`src/design/flash_prot_pkg.sv`:
```
// Operation
// - High disable bit enables top region when 0.
// - High size written only while high disable set.
// - Low disable bit enables bottom region when 0.
// - Low size written only while low disable set.
// - High size code selects top span.
// - Low size code selects span from 0x4000.
// - Polarity one protects each enabled range.
// - Polarity zero, both disabled: whole array protected.
// - Polarity zero: enabled ranges alone are unprotected.
// - Software may rewrite protection after reset load.
// - Writes may keep or add protection only.
// - Disallowed transition write is discarded entirely.
// - Reads return the protection currently in force.
// - Scenario 7 goes anywhere; 6 to 1,3,4,6.
// - Reset loads register from stored protection byte.
// - Polarity bit may only go from 1 to 0.
// - Protected program or erase refused, violation raised.
// - Mass erase only with polarity and disables set.
package flash_prot_pkg;

  // Register byte offsets on the APB port.
  localparam logic [7:0] CTL_OFFSET    = 8'h00;
  localparam logic [7:0] STATUS_OFFSET = 8'h04;

  // Field positions inside the protection register.
  localparam int POLARITY_BIT  = 7;
  localparam int SPARE_BIT     = 6;
  localparam int HI_DIS_BIT    = 5;
  localparam int HI_SIZE_MSB   = 4;
  localparam int HI_SIZE_LSB   = 3;
  localparam int LO_DIS_BIT    = 2;
  localparam int LO_SIZE_MSB   = 1;
  localparam int LO_SIZE_LSB   = 0;

  // Field positions inside the status register.
  localparam int VIOL_BIT      = 0;
  localparam int MASS_OK_BIT   = 1;

  // Address in the array that holds the protection byte loaded at reset.
  localparam logic [15:0] PROT_BYTE_ADDR = 16'hFF0D;

  // Start addresses of the high range for each size code.
  localparam logic [15:0] HI_START_0 = 16'hF800;
  localparam logic [15:0] HI_START_1 = 16'hF000;
  localparam logic [15:0] HI_START_2 = 16'hE000;
  localparam logic [15:0] HI_START_3 = 16'hC000;

  // Low range always starts here; end address depends on size code.
  localparam logic [15:0] LO_START   = 16'h4000;
  localparam logic [15:0] LO_END_0   = 16'h41FF;
  localparam logic [15:0] LO_END_1   = 16'h43FF;
  localparam logic [15:0] LO_END_2   = 16'h47FF;
  localparam logic [15:0] LO_END_3   = 16'h4FFF;

  // Scenario index is polarity, high disable, low disable from the top bit down.
  function automatic logic [2:0] scenario_of(input logic [7:0] ctl);
    scenario_of = {ctl[POLARITY_BIT], ctl[HI_DIS_BIT], ctl[LO_DIS_BIT]};
  endfunction

  // Which region classes are protected, as {high, middle, low}.
  function automatic logic [2:0] classes_of(input logic [2:0] scn);
    if (scn[2]) begin
      classes_of = {~scn[1], 1'b0, ~scn[0]};
    end else begin
      classes_of = {scn[1], 1'b1, scn[0]};
    end
  endfunction

endpackage

```
`src/design/flash_range_decode.sv`:
```
`timescale 1ns/10ps
// Decides whether one flash address lies in a protected area.
module flash_range_decode (
  // Address under test.
  input  wire logic [15:0] addr_i,
  // Current protection setting.
  input  wire logic [7:0]  ctl_i,
  // Result.
  output logic             protected_o
);

  logic [15:0] hi_start;  // First address of the high range.
  logic [15:0] lo_end;    // Last address of the low range.
  logic        in_hi;     // Address falls in the high range.
  logic        in_lo;     // Address falls in the low range.
  logic        hi_on;     // High range is enabled.
  logic        lo_on;     // Low range is enabled.

  // Pick span bounds from the size codes and classify the address.
  always_comb begin
    case (ctl_i[flash_prot_pkg::HI_SIZE_MSB:flash_prot_pkg::HI_SIZE_LSB])
      2'h0:    hi_start = flash_prot_pkg::HI_START_0;
      2'h1:    hi_start = flash_prot_pkg::HI_START_1;
      2'h2:    hi_start = flash_prot_pkg::HI_START_2;
      default: hi_start = flash_prot_pkg::HI_START_3;
    endcase
    case (ctl_i[flash_prot_pkg::LO_SIZE_MSB:flash_prot_pkg::LO_SIZE_LSB])
      2'h0:    lo_end = flash_prot_pkg::LO_END_0;
      2'h1:    lo_end = flash_prot_pkg::LO_END_1;
      2'h2:    lo_end = flash_prot_pkg::LO_END_2;
      default: lo_end = flash_prot_pkg::LO_END_3;
    endcase
    in_hi = (addr_i >= hi_start);
    in_lo = (addr_i >= flash_prot_pkg::LO_START) && (addr_i <= lo_end);
    hi_on = ~ctl_i[flash_prot_pkg::HI_DIS_BIT];
    lo_on = ~ctl_i[flash_prot_pkg::LO_DIS_BIT];
    if (ctl_i[flash_prot_pkg::POLARITY_BIT]) begin
      // Enabled ranges are the protected ones.
      protected_o = (hi_on && in_hi) || (lo_on && in_lo);
    end else begin
      // Everything is protected except the enabled ranges.
      protected_o = !((hi_on && in_hi) || (lo_on && in_lo));
    end
  end

endmodule

```
`src/design/flash_sector_protection.sv`:
```
`timescale 1ns/10ps
// Flash protection register with an APB slave and a program/erase gate.
module flash_sector_protection (
  // Clock and synchronous active-low reset.
  input  wire logic        mclk_i,
  input  wire logic        rst_n_i,
  // APB slave port.
  input  wire logic        psel_i,
  input  wire logic        penable_i,
  input  wire logic        pwrite_i,
  input  wire logic [7:0]  paddr_i,
  input  wire logic [31:0] pwdata_i,
  output logic [31:0]      prdata_o,
  output logic             pready_o,
  output logic             pslverr_o,
  // Protection byte read from the array during reset.
  input  wire logic [7:0]  nvm_prot_byte_i,
  // Program or erase request from the command controller.
  input  wire logic        cmd_valid_i,
  input  wire logic        cmd_mass_erase_i,
  input  wire logic [15:0] cmd_addr_i,
  // Verdicts toward the command controller.
  output logic             cmd_accepted_o,
  output logic             cmd_refused_o,
  output logic             protect_violation_flag_o,
  output logic             mass_erase_ok_o,
  output logic [7:0]       prot_ctl_o
);

  logic [7:0]  flash_protection_ctl_ff;   // Protection setting in force.
  logic [7:0]  nxt_flash_protection_ctl;  // Next protection setting.
  logic [7:0]  cand_ctl;                  // Write value after field filtering.
  logic        wr_allowed;                // Candidate keeps or adds protection.
  logic        viol_ff;                   // Sticky protect violation.
  logic        nxt_viol;                  // Next violation flag.
  logic        viol_set;                  // Request hits protection this cycle.
  logic        viol_clr;                  // Software write-one clear.
  logic        mass_ok_ff;                // Mass erase permitted.
  logic        nxt_mass_ok;               // Next mass erase permission.
  logic        acc_ff;                    // Accepted verdict pulse.
  logic        nxt_acc;                   // Next accepted pulse.
  logic        ref_ff;                    // Refused verdict pulse.
  logic        nxt_ref;                   // Next refused pulse.
  logic        pready_ff;                 // Access phase ready.
  logic        nxt_pready;                // Next ready.
  logic [31:0] prdata_ff;                 // Read data for the access phase.
  logic [31:0] nxt_prdata;                // Next read data.
  logic        pslverr_ff;                // Unmapped address error.
  logic        nxt_pslverr;               // Next error.
  logic        setup;                     // APB setup cycle.
  logic        commit_wr;                 // Write takes effect this edge.
  logic        addr_prot;                 // Request address is protected.
  logic        sel_ctl;                   // Address decodes to protection register.
  logic        sel_status;                // Address decodes to status register.

  // Combinational address check against the setting in force.
  flash_range_decode u_decode (
    .addr_i      (cmd_addr_i),
    .ctl_i       (flash_protection_ctl_ff),
    .protected_o (addr_prot)
  );

  // APB decode: one wait-free access phase after every setup cycle.
  always_comb begin
    setup       = psel_i && !penable_i;
    commit_wr   = psel_i && penable_i && pready_ff && pwrite_i;
    sel_ctl     = (paddr_i == flash_prot_pkg::CTL_OFFSET);
    sel_status  = (paddr_i == flash_prot_pkg::STATUS_OFFSET);
    nxt_pready  = setup;
    nxt_pslverr = setup && !sel_ctl && !sel_status;
    nxt_prdata  = 32'h0000_0000;
    if (setup && !pwrite_i) begin
      if (sel_ctl) begin
        // Always the setting in force, not the last value written.
        nxt_prdata = {24'h00_0000, flash_protection_ctl_ff};
      end else if (sel_status) begin
        nxt_prdata = {30'h0000_0000, mass_ok_ff, viol_ff};
      end
    end
  end

  // Filter a write field by field, then check the scenario transition.
  always_comb begin
    cand_ctl = flash_protection_ctl_ff;
    // Polarity may only be cleared; a one written over a zero stays zero.
    cand_ctl[flash_prot_pkg::POLARITY_BIT] =
      flash_protection_ctl_ff[flash_prot_pkg::POLARITY_BIT]
      & pwdata_i[flash_prot_pkg::POLARITY_BIT];
    // The spare flag only comes from the array byte.
    cand_ctl[flash_prot_pkg::HI_DIS_BIT] = pwdata_i[flash_prot_pkg::HI_DIS_BIT];
    cand_ctl[flash_prot_pkg::LO_DIS_BIT] = pwdata_i[flash_prot_pkg::LO_DIS_BIT];
    if (flash_protection_ctl_ff[flash_prot_pkg::HI_DIS_BIT]) begin
      cand_ctl[flash_prot_pkg::HI_SIZE_MSB:flash_prot_pkg::HI_SIZE_LSB] =
        pwdata_i[flash_prot_pkg::HI_SIZE_MSB:flash_prot_pkg::HI_SIZE_LSB];
    end
    if (flash_protection_ctl_ff[flash_prot_pkg::LO_DIS_BIT]) begin
      cand_ctl[flash_prot_pkg::LO_SIZE_MSB:flash_prot_pkg::LO_SIZE_LSB] =
        pwdata_i[flash_prot_pkg::LO_SIZE_MSB:flash_prot_pkg::LO_SIZE_LSB];
    end
    // A target must protect every class that the present scenario protects.
    wr_allowed =
      ((flash_prot_pkg::classes_of(flash_prot_pkg::scenario_of(flash_protection_ctl_ff))
        & ~flash_prot_pkg::classes_of(flash_prot_pkg::scenario_of(cand_ctl)))
       == 3'h0);
    nxt_flash_protection_ctl = flash_protection_ctl_ff;
    if (commit_wr && sel_ctl && wr_allowed) begin
      nxt_flash_protection_ctl = cand_ctl;
    end
    // Otherwise the whole write is dropped.
    nxt_mass_ok = nxt_flash_protection_ctl[flash_prot_pkg::POLARITY_BIT]
                  && nxt_flash_protection_ctl[flash_prot_pkg::HI_DIS_BIT]
                  && nxt_flash_protection_ctl[flash_prot_pkg::LO_DIS_BIT];
  end

  // Program/erase gate and sticky violation flag; a new hit beats a clear.
  always_comb begin
    viol_clr = commit_wr && sel_status && pwdata_i[flash_prot_pkg::VIOL_BIT];
    if (cmd_mass_erase_i) begin
      viol_set = cmd_valid_i && !mass_ok_ff;
    end else begin
      viol_set = cmd_valid_i && addr_prot;
    end
    nxt_viol = viol_set || (viol_ff && !viol_clr);
    nxt_ref  = viol_set;
    nxt_acc  = cmd_valid_i && !viol_set;
  end

  // Registers; reset loads the stored protection byte.
  always_ff @(posedge mclk_i) begin
    if (!rst_n_i) begin
      flash_protection_ctl_ff <= nvm_prot_byte_i;
      mass_ok_ff <= nvm_prot_byte_i[flash_prot_pkg::POLARITY_BIT]
                    & nvm_prot_byte_i[flash_prot_pkg::HI_DIS_BIT]
                    & nvm_prot_byte_i[flash_prot_pkg::LO_DIS_BIT];
      viol_ff    <= 1'b0;
      acc_ff     <= 1'b0;
      ref_ff     <= 1'b0;
      pready_ff  <= 1'b0;
      pslverr_ff <= 1'b0;
      prdata_ff  <= 32'h0000_0000;
    end else begin
      flash_protection_ctl_ff <= nxt_flash_protection_ctl;
      mass_ok_ff <= nxt_mass_ok;
      viol_ff    <= nxt_viol;
      acc_ff     <= nxt_acc;
      ref_ff     <= nxt_ref;
      pready_ff  <= nxt_pready;
      pslverr_ff <= nxt_pslverr;
      prdata_ff  <= nxt_prdata;
    end
  end

  // Outputs straight from flip-flops.
  assign prdata_o                 = prdata_ff;
  assign pready_o                 = pready_ff;
  assign pslverr_o                = pslverr_ff;
  assign cmd_accepted_o           = acc_ff;
  assign cmd_refused_o            = ref_ff;
  assign protect_violation_flag_o = viol_ff;
  assign mass_erase_ok_o          = mass_ok_ff;
  assign prot_ctl_o               = flash_protection_ctl_ff;

  // Helper: protected classes now, for the no-reduction check.
  logic [2:0] cls_now;
  assign cls_now =
    flash_prot_pkg::classes_of(flash_prot_pkg::scenario_of(flash_protection_ctl_ff));
endmodule

```
`config.mk`:
```
export PLATFORM = sky130hd
export DESIGN_NAME = flash_sector_protection
export DESIGN_NICKNAME = d
export VERILOG_FILES = /design/src/design/flash_prot_pkg.sv /design/src/design/flash_range_decode.sv /design/src/design/flash_sector_protection.sv
export SDC_FILE = /design/constraint.sdc
export NUM_CORES = 1
export LEC_CHECK = 0
export ABC_CLOCK_PERIOD_IN_PS = 2730
export BUFFER_PORTS_ARGS = -buffer_cell sky130_fd_sc_hd__buf_2
export CAP_MARGIN = 40
export CORE_MARGIN = 1
export CORE_UTILIZATION = 38
export CTS_CLUSTER_SIZE = 14
export DETAILED_ROUTE_END_ITERATION = 8
export PLACE_DENSITY = 0.8
export SLEW_MARGIN = 0
export SYNTH_ARGS = -nofsm -noshare
export SYNTH_HDL_FRONTEND = slang
export SYNTH_HIERARCHICAL = 1
export SYNTH_SLANG_ARGS = --single-unit
```
`constraint.sdc`:
```
create_clock -name mclk_i -period 2.73 [get_ports mclk_i]
set_input_delay 0.1365 -clock mclk_i [delete_from_list [all_inputs] [get_ports mclk_i]]
set_output_delay 0.1365 -clock mclk_i [all_outputs]
set_load 0.1 [all_outputs]
```
Word-level counts from Yosys, hierarchy flattened:

Index checks and enable logic that the tools add are counted.

* register bits after elaboration: 46
* bits in latches: 0
* RAM bits: 0
* memory bits (read-only): 0
* input port bits: 71
* output and inout port bits: 46
* word-level logic and storage cells: 85
* memories: 0

* $add $sub $neg: 0
* multiply operators: 0
* div/mod/pow operators: 0
* order comparisons: 3
* equality and inequality tests: 8
* shift-type cells: 0
* multiplexer cells: 13
* bitwise logic cells: 11
* reduce and logical (&&, ||, !) cells: 38

Operators by type and width (count)
* 14-bit case mux with 3 select lines: 1
* 12-bit case mux with 3 select lines: 1
* 8-bit two-way mux: 3
* 1-bit logical AND: 20
* 16-bit by 15-bit greater-or-equal comparator with 1-bit output (second input constant): 1
* 16-bit greater-or-equal comparator: 1
* 16-bit by 15-bit <= comparator with 1-bit output: 1
* 8-bit by 3-bit equality test with 1-bit output (second input constant): 1
* 1-bit logical NOT: 8
* 8-bit logical NOT: 1
* 2-bit two-way mux: 3
* 3-bit two-way mux: 2
* 2-bit by 1-bit inequality test with 1-bit output (second input constant): 3
* 1-bit NOT: 6
* 2-bit AND reduction: 3
* 2-bit by 1-bit equality test with 1-bit output (second input constant): 2
* 2-bit equality test (second input constant): 2
* 2-bit logical NOT: 2
* 1-bit bitwise AND: 3
* 3-bit bitwise AND: 1
* 3-bit logical NOT: 1
* 1-bit two-way mux: 3
* 3-bit NOT: 1
* 3-bit OR reduction: 1
* 1-bit logical OR: 2

Longest topological paths before layout:

Gate-level depths: netlist of run 1.

* depth in word-level cells: 12
* gate-level depth with buffers: 11
* gate-level depth less buffers: 11

Cells and area by module:

The synthesis of run 1 kept the hierarchy.

Modules (own cells, without submodules)
* flash_sector_protection: instances 1, cells an instance 115, area each 1136.1 µm², sequential area each 490.5 µm²
* flash_range_decode: instances 1, cells an instance 32, area each 251.5 µm², sequential area each 0.0 µm²

Worst setup path after synthesis of run 1:

No wires, ideal clock.

* kind: register -> register
* from: register flash_protection_ctl_ff[3] (netlist: prot_ctl_o[3])
* to: register viol_ff (netlist: protect_violation_flag_o)
* setup time: 0.125 ns
* arrival time: 2.583 ns
* required time: 2.605 ns
* slack: 0.021 ns
* cell stages (with the launch flop): 12
* buffers on the path: 0
* clock period less this slack: 2.709 ns
* cells stage by stage: edfxtp_1 > and2_1 > ha_1 > and4bb_1 > nand4_1 > a311oi_1 > a31oi_1 > xor2_1 > nor2_1 > a21oi_1 > nor2b_1 > nand2b_1

* word-level cells in the longest chain between the ends: 10
* elaborated cells on any way between the ends: 12
* classes of those cells: 1 x order compare; 2 x eq/ne; 3 x mux; 6 x reduce/logical

RTL lines
* from (decl): line flash_sector_protection.sv:30 `logic [7:0] flash_protection_ctl_ff;`
* from (signal assigned): line flash_sector_protection.sv:131 `flash_protection_ctl_ff <= nvm_prot_byte_i;`
* from (signal assigned): line flash_sector_protection.sv:142 `flash_protection_ctl_ff <= nxt_flash_protection_ctl;`
* 2-bit equality test, or another cell as far along: line flash_range_decode.sv:21 `case (ctl_i[flash_prot_pkg::HI_SIZE_MSB:flash_prot_pkg::HI_SIZE_LSB])`
* 14-bit case mux with 3 select lines *: line flash_range_decode.sv:21
* 16-bit greater-or-equal comparator *: line flash_range_decode.sv:33 `in_hi = (addr_i >= hi_start);`
* 1-bit logical AND *: line flash_range_decode.sv:39, flash_range_decode.sv:42
* 1-bit logical OR *: line flash_range_decode.sv:39, flash_range_decode.sv:42
* 1-bit logical NOT: line flash_range_decode.sv:42 `protected_o = !((hi_on && in_hi) || (lo_on && in_lo));`
* 1-bit two-way mux *: line flash_range_decode.sv:37 `if (ctl_i[flash_prot_pkg::POLARITY_BIT]) begin`
* via addr_prot: line flash_sector_protection.sv:52 `logic addr_prot;`
* 1-bit logical AND *: line flash_sector_protection.sv:121 `viol_set = cmd_valid_i && addr_prot;`
* 1-bit two-way mux *: line flash_sector_protection.sv:118 `if (cmd_mass_erase_i) begin`
* 1-bit logical OR *: line flash_sector_protection.sv:123 `nxt_viol = viol_set || (viol_ff && !viol_clr);`
* to (signal assigned): line flash_sector_protection.sv:144 `viol_ff <= nxt_viol;`
* to (decl): line flash_sector_protection.sv:34 `logic viol_ff;`

The timed path passes the listed nets; every way through them passes the cells marked *.
A chain may end at the register's enable or synchronous reset.

Worst setup path after layout of run 1:

* from: register flash_protection_ctl_ff[4] (netlist: prot_ctl_o[4])
* to: register viol_ff (netlist: protect_violation_flag_o)

The elaborated chain is that of the path after synthesis.

==> results of run 1 <==
worst max-delay path: cells and delay by family (launching register included):
kind / cells / cell delay [ns]
and+or+nand+nor: 6 / 0.86
AOI/OAI and AO/OA: 3 / 0.51
DFF: 1 / 0.48
adders and majority gates: 1 / 0.28
xor gates and xnor gates: 1 / 0.15
cells in the mapped netlist, drive strengths merged (2+ instances only):
master    n  area [um2]
nor2      7        26.3
o211ai    3        22.5
nand2     8        30.0
and2      9        56.3
o2bb2ai   4        35.0
nand4     8        50.1
mux2i     2        20.0
clkbuf    2        7.51
buf      24         180
inv       6        22.5
a21oi     3        15.0
or4       2        22.5
edfxtp    5         150
nor4      6        50.0
o41ai     2        17.5
a31oi     3        18.8
ha        6        75.1
nor3b     2        15.0
xor2      3        26.3
nor2b     4        27.5
o21ai     3        15.0
nand2b    3        18.8
dfxtp    17         340
metrics by stage:
step	power (mW)	utilization	instance area, um2	instances
6_report	0.970	0.505	1730	261
3_3_place_gp	0.765	0.492	1680	257
3_5_place_dp	0.768	0.492	1680	257
2_1_floorplan	0.721	-	1470	170
4_1_cts	0.975	0.505	1730	261
5_1_grt	1.02	0.505	1730	261
metal layers:
metal,vias up,wire [um],global-route usage
met1,574,1350,0.207
met2,59,1390,0.254
met3,4,205,0.0310
met5,-,0,0
li1,625,-,-
met4,0,32,0.0552
cells in the final DEF (no fill, tap or decap), drive strengths merged, types with 2 or more instances in the layout:
cell,Yosys,final
o2bb2ai,4,4
dfxtp,17,17
mux2i,2,2
clkbuf,2,4
or4,2,2
nor3b,2,2
and2,9,9
nor4,6,6
nor2,7,7
nand4,8,8
o211ai,3,3
o21ai,3,3
a31oi,3,3
nor2b,4,4
nand2,8,8
nand2b,3,3
buf,24,67
ha,6,6
conb,1,24
a21oi,3,3
xor2,3,3
inv,6,6
edfxtp,5,5
o41ai,2,2
power by group through the flow:
stage	Clock, mW	Combinational (mW)	Sequential [mW]
2_1_floorplan	0	0.237	0.484
3_3_place_gp	0	0.388	0.377
3_5_place_dp	0	0.390	0.377
4_1_cts	0.214	0.391	0.370
5_1_grt	0.234	0.409	0.373
6_report	0.209	0.391	0.370
path summary, 6_finish.rpt:
check	from	endpoint	depth (start not counted)
worst max-delay path	prot_ctl_o[4]	protect_violation_flag_o	11
worst min-delay path	pwrite_i	prdata_o[0]	2
worst max register to register	prot_ctl_o[4]	protect_violation_flag_o	11
worst min register to register	prot_ctl_o[6]	prdata_o[6]	1
kinds of logic (layout without fill, tap and decap cells):
group	after synthesis	after routing
and+or+nand+nor	55	55
muxes	2	2
xor gates and xnor gates	3	3
buffers and inverters	33	78
AOI/OAI and AO/OA	25	25
adders and majority gates	6	6
other	1	24
DFF	22	22
state kept, by name, summed over array words and instances, names as in the netlist:
name                      flops
prdata_o                      8
pready_o                      1
prot_ctl_o                    8
protect_violation_flag_o      1
pslverr_o                     1
mass_erase_ok_o               1
cmd_accepted_o                1
cmd_refused_o                 1
final cells by class:
cell class | count | area (um2)
fill | 340 | 1690
multi-input combinational | 115 | 769
sequential | 22 | 490
timing repair buffer | 67 | 335
tap | 46 | 57.6
clock buffer | 4 | 47.5
inverter | 7 | 26.3
==> flow_summary.ini, run 1 <==
[drt]
via_count = 1262
drt_iter0_drc = 38
viasPerCell = 4.84
route.detailed.drc = 0
wl_um = 2980
ant_nets = 0
dr.pass1.iters = 4
routedWlPerCell_um = 11.4

[power_and_ir_drop]
p_leak_nw = 0.831
vdd_drop_max_mv = 0.257
pwr-share-seq = 0.381
netSwitchingFraction = 0.451
power_frac_clock = 0.216
powerDensity_nw_per_um2 = 562
switching_power_mw = 0.438
combPwrFrac = 0.403
p_int_mw = 0.532

[critical_path]
cp_max_fo = 5
start_kind = flip-flop
worst-setup-path-type = reg -> reg
cp.required_ns = 2.98
cp_cell_sequence = and2_1 > ha_1 > and4bb_1 > nand4_1 > a311oi_1 > a31oi_1 > xor2_1 > nor2_1 > a21oi_1 > nor2b_1 > nand2b_1
cp-end-kind = flip-flop
cpPeakStageDelay_ns = 0.48
cp_slowest_cell = edfxtp_1
crit_arrival_ns = 2.57
reg2reg_slack_ns = 0.41

[logic_synthesis]
synth_compound_area_frac = 0.147
synth_top_family_by_area = simple AND/OR/NAND/NOR gates
synth.area.mux_share = 0.0144
ys_types = 40
synth_edf_count = 5
syn_inst = 147
synthAdderAreaFrac = 0.0541
async_flop_share = 0
ys_ff_latch = 22
avgSynthCellArea_um2 = 9.44
ys_warn_count = 6
syn_area_um2 = 1390
synth_ff_type = dfxtp_1
yosysSeqAreaShare = 0.353
yosys.area_share.simple = 0.255
synth-xor-area-share = 0.0189

[place]
hpwl_um = 2480
port_buffers = 67
gp_congestion = 0.786
dp_slack_ns = 0.446

[die]
die_y_um = 62.4
core.rowCount = 21
initial_core_util = 0.406
core_area_um2 = 3420
die-area_um2 = 3900
die_w_um = 62.4
io_pins = 117

[timing]
maxSlewViolCount = 0
hold_viol_final = 0
min_period_over_period = 0.849
rsz0062_at_grt = no
fmax_ghz = 0.431
finClkSkew_ns = 0.000832
hold_slack_ns = 0.0581
setup-violations-final = 0
setup_slack_ns = 0.411
fin_setup_tns_ns = 0
min_period_ns = 2.32

[finish]
n_antenna_cell = 0
drive_gt1_frac = 0.381
area_delta_synth_final_pct = 24.4
finalNetCount = 293

[run_status]
run_status = completed

[clock_network]
postCtsSetupRepairBufs = 0
cts.clk_slew.worst_paths_ns = 0.12
numClockSinks = 22
cts_hold_buf = 0
cts_resized = 0
cts_max_path_buffers = 2
clock_latency_ns = 0.30
htree_levels = 1
cts_buffers = 3
cts_tree = yes
clockRootBuffer = clkbuf_4

[global_route]
grt_pass1_vias = 1113
grt_max_degree = 17
antenna_found_initial = 0
grt-ovfl-total = 0
grt_pass1_wl_um = 4900
grt.total_usage = 0.157

[worst_hold_path]
hold_path.class = in -> reg

[flow_run]
max_cap_violations = 0
Note: power is estimated with default switching activity, not from simulation.
==> inputs of run 2 (changes only) <==
--- a/config.mk
+++ b/config.mk
@@ -5,14 +5,14 @@
 export SDC_FILE = /design/constraint.sdc
 export NUM_CORES = 1
 export LEC_CHECK = 0
-export ABC_CLOCK_PERIOD_IN_PS = 2730
+export ABC_CLOCK_PERIOD_IN_PS = 1850
 export BUFFER_PORTS_ARGS = -buffer_cell sky130_fd_sc_hd__buf_2
 export CAP_MARGIN = 40
 export CORE_MARGIN = 1
-export CORE_UTILIZATION = 38
+export CORE_UTILIZATION = 35
 export CTS_CLUSTER_SIZE = 14
 export DETAILED_ROUTE_END_ITERATION = 8
-export PLACE_DENSITY = 0.8
+export PLACE_DENSITY = 0.77
 export SLEW_MARGIN = 0
 export SYNTH_ARGS = -nofsm -noshare
 export SYNTH_HDL_FRONTEND = slang
==> constraint.sdc (replaced) <==
create_clock -name mclk_i -period 1.85 [get_ports mclk_i]
set_input_delay 0.0925 -clock mclk_i [delete_from_list [all_inputs] [get_ports mclk_i]]
set_output_delay 0.0925 -clock mclk_i [all_outputs]
set_load 0.1 [all_outputs]
==> run 2 against run 1 <==
Sequential cell count unchanged; non-clock buffer count up 9; sequential power up 46%; the run now ends with negative setup slack left; via count up 3.5%; largest cell class unchanged; die area up 8.3%; setup slack worse by 0.74 ns; cell area up 7.2%; fmax up 6.4%; worst hold slack worse by 0.0016 ns; highest routed layer unchanged.
==> flow_summary.ini, run 2 (synthesis gave the netlist of run 1 again) <==
[critical_path]
worst-setup-path-type = reg -> reg
crit_end = protect_violation_flag_o
reg2reg_to = protect_violation_flag_o
cp-end-kind = flip-flop
cp_slowest_cell = edfxtp_1
cpPeakStageDelay_ns = 0.41
crit_arrival_ns = 2.32
cp.required_ns = 1.99
cp_max_fo = 3
path_delay_family = simple AND/OR/NAND/NOR gates
startpoint = prot_ctl_o[3]
cp_cell_sequence = and2_4 > ha_4 > and4bb_1 > nand4_1 > a311oi_1 > a31oi_1 > xor2_1 > nor2_1 > a21oi_1 > nor2b_2 > nand2b_1
timing.rr.start = prot_ctl_o[3]
worst-path-buf-inv = 0
reg2reg_slack_ns = -0.33
crit_cells = 11
start_kind = flip-flop
worstRegToRegCells = 11

[run_status]
run_status = finished, violations left
violations = negative setup slack

[clock_network]
numClockSinks = 22
cts.clk_slew.worst_paths_ns = 0.08
cts_hold_buf = 0
cts_buffers = 3
clockRootBuffer = clkbuf_8
clock_latency_ns = 0.25
htree_levels = 1
cts_tree = yes
cts_max_path_buffers = 2

[global_route]
grt-ovfl-total = 0
grt_max_degree = 17
grt.total_usage = 0.153
grt_pass1_vias = 1186
antenna_found_initial = 0
grt_pass1_wl_um = 5050

[timing]
rsz0062_at_grt = yes
setup-violations-final = 3
fmax_ghz = 0.459
hold_viol_final = 0
min_period_over_period = 1.18
maxSlewViolCount = 0
hold_slack_ns = 0.0565
setup_slack_ns = -0.329
finClkSkew_ns = 0.000728
min_period_ns = 2.18

[finish]
num-fill-cells = 393
area_delta_synth_final_pct = 33.5
final_core_util = 0.495
final_cells = 272
final_common_cell = buf_2
drive_gt1_frac = 0.442
n_antenna_cell = 0
finalNetCount = 302
final_cell_mix = buf_2, conb_1, dfxtp_1

[die]
core_area_um2 = 3740
die_y_um = 65.0
initial_core_util = 0.371
die-area_um2 = 4220
io_pins = 117
die_w_um = 65.0
core.rowCount = 22

[drt]
via_count = 1306
ant_nets = 0
wl_um = 3350
viasPerCell = 4.80
drt_iter0_drc = 57
route.detailed.drc = 0
routedWlPerCell_um = 12.3
dr.pass1.iters = 4

[place]
gp_congestion = 0.823
dp_slack_ns = -0.258
dp_cells = 268
hpwl_um = 2710
port_buffers = 67

[power_and_ir_drop]
vdd_drop_max_mv = 0.361
p_leak_nw = 0.890
powerDensity_nw_per_um2 = 829

[flow_run]
max_cap_violations = 0

[worst_hold_path]
hold_path.class = in -> reg
## run 2: cell count changes in the layout (fill, tap and decap cells not counted), moves of 3 or more
cell	change
o21ai_1	+3
dfxtp_2	+3
clkbuf_8	+3
clkbuf_4	-3
o21ai_0	-3
dfxtp_1	-4
buf_4	+9
## run 2: report_power, final
part,total (mW),internal [mW],switching [mW]
logic,0.609,0.122,0.487
registers,0.542,0.516,0.0264
clock network,0.383,0.234,0.149
total,1.53,0.872,0.663
## run 2: stage by stage
step | instance area [um2] | power [mW] | setup TNS, ns
6_report | 1850 | 1.53 | -0.661
5_1_grt | 1850 | 1.59 | -0.978
4_1_cts | 1830 | 1.53 | -0.533
3_5_place_dp | 1760 | 1.15 | -1.54
3_3_place_gp | 1760 | 1.14 | -1.09
2_1_floorplan | 1480 | 1.06 | -2.00
## run 2: worst min-delay path by stage
stage,from,endpoint,slack [ns],depth (start not counted)
5_1_grt,pwrite_i,prdata_o[0],0.06,2
2_1_floorplan,pwrite_i,prdata_o[0],0.17,1
3_3_place_gp,pwrite_i,prdata_o[0],0.32,2
3_5_place_dp,pwrite_i,prdata_o[0],0.32,2
4_1_cts,pwrite_i,prdata_o[0],0.05,2
6_report,pwrite_i,prdata_o[0],0.06,2
## run 2: what timing repair did
item / CTS / global route
buffers inserted: 0 / 0
resized for setup: 1 / 5
endpoints found under the setup margin: 3 / 3
pin swaps: 0 / 0
## run 2: final cells by class
type / count / area [um2] / share of cell area
multi-input combinational: 115 / 798 / 0.431
timing repair buffer: 76 / 403 / 0.218
inverter: 7 / 26.3 / 0.0142
clock buffer: 4 / 66.3 / 0.0358
tap: 48 / 60.1 / 0.0324
sequential: 22 / 498 / 0.269
## run 2: metal layers
| layer | GRT usage | up-vias | wire [um] | part of all wire |
|---|---|---|---|---|
| met5 | 0 | - | 0 | 0 |
| met4 | 0.0472 | 0 | 59 | 0.018 |
| met3 | 0.0194 | 6 | 159 | 0.047 |
| met2 | 0.271 | 50 | 1680 | 0.50 |
| met1 | 0.189 | 604 | 1450 | 0.43 |
| li1 | - | 646 | - | - |
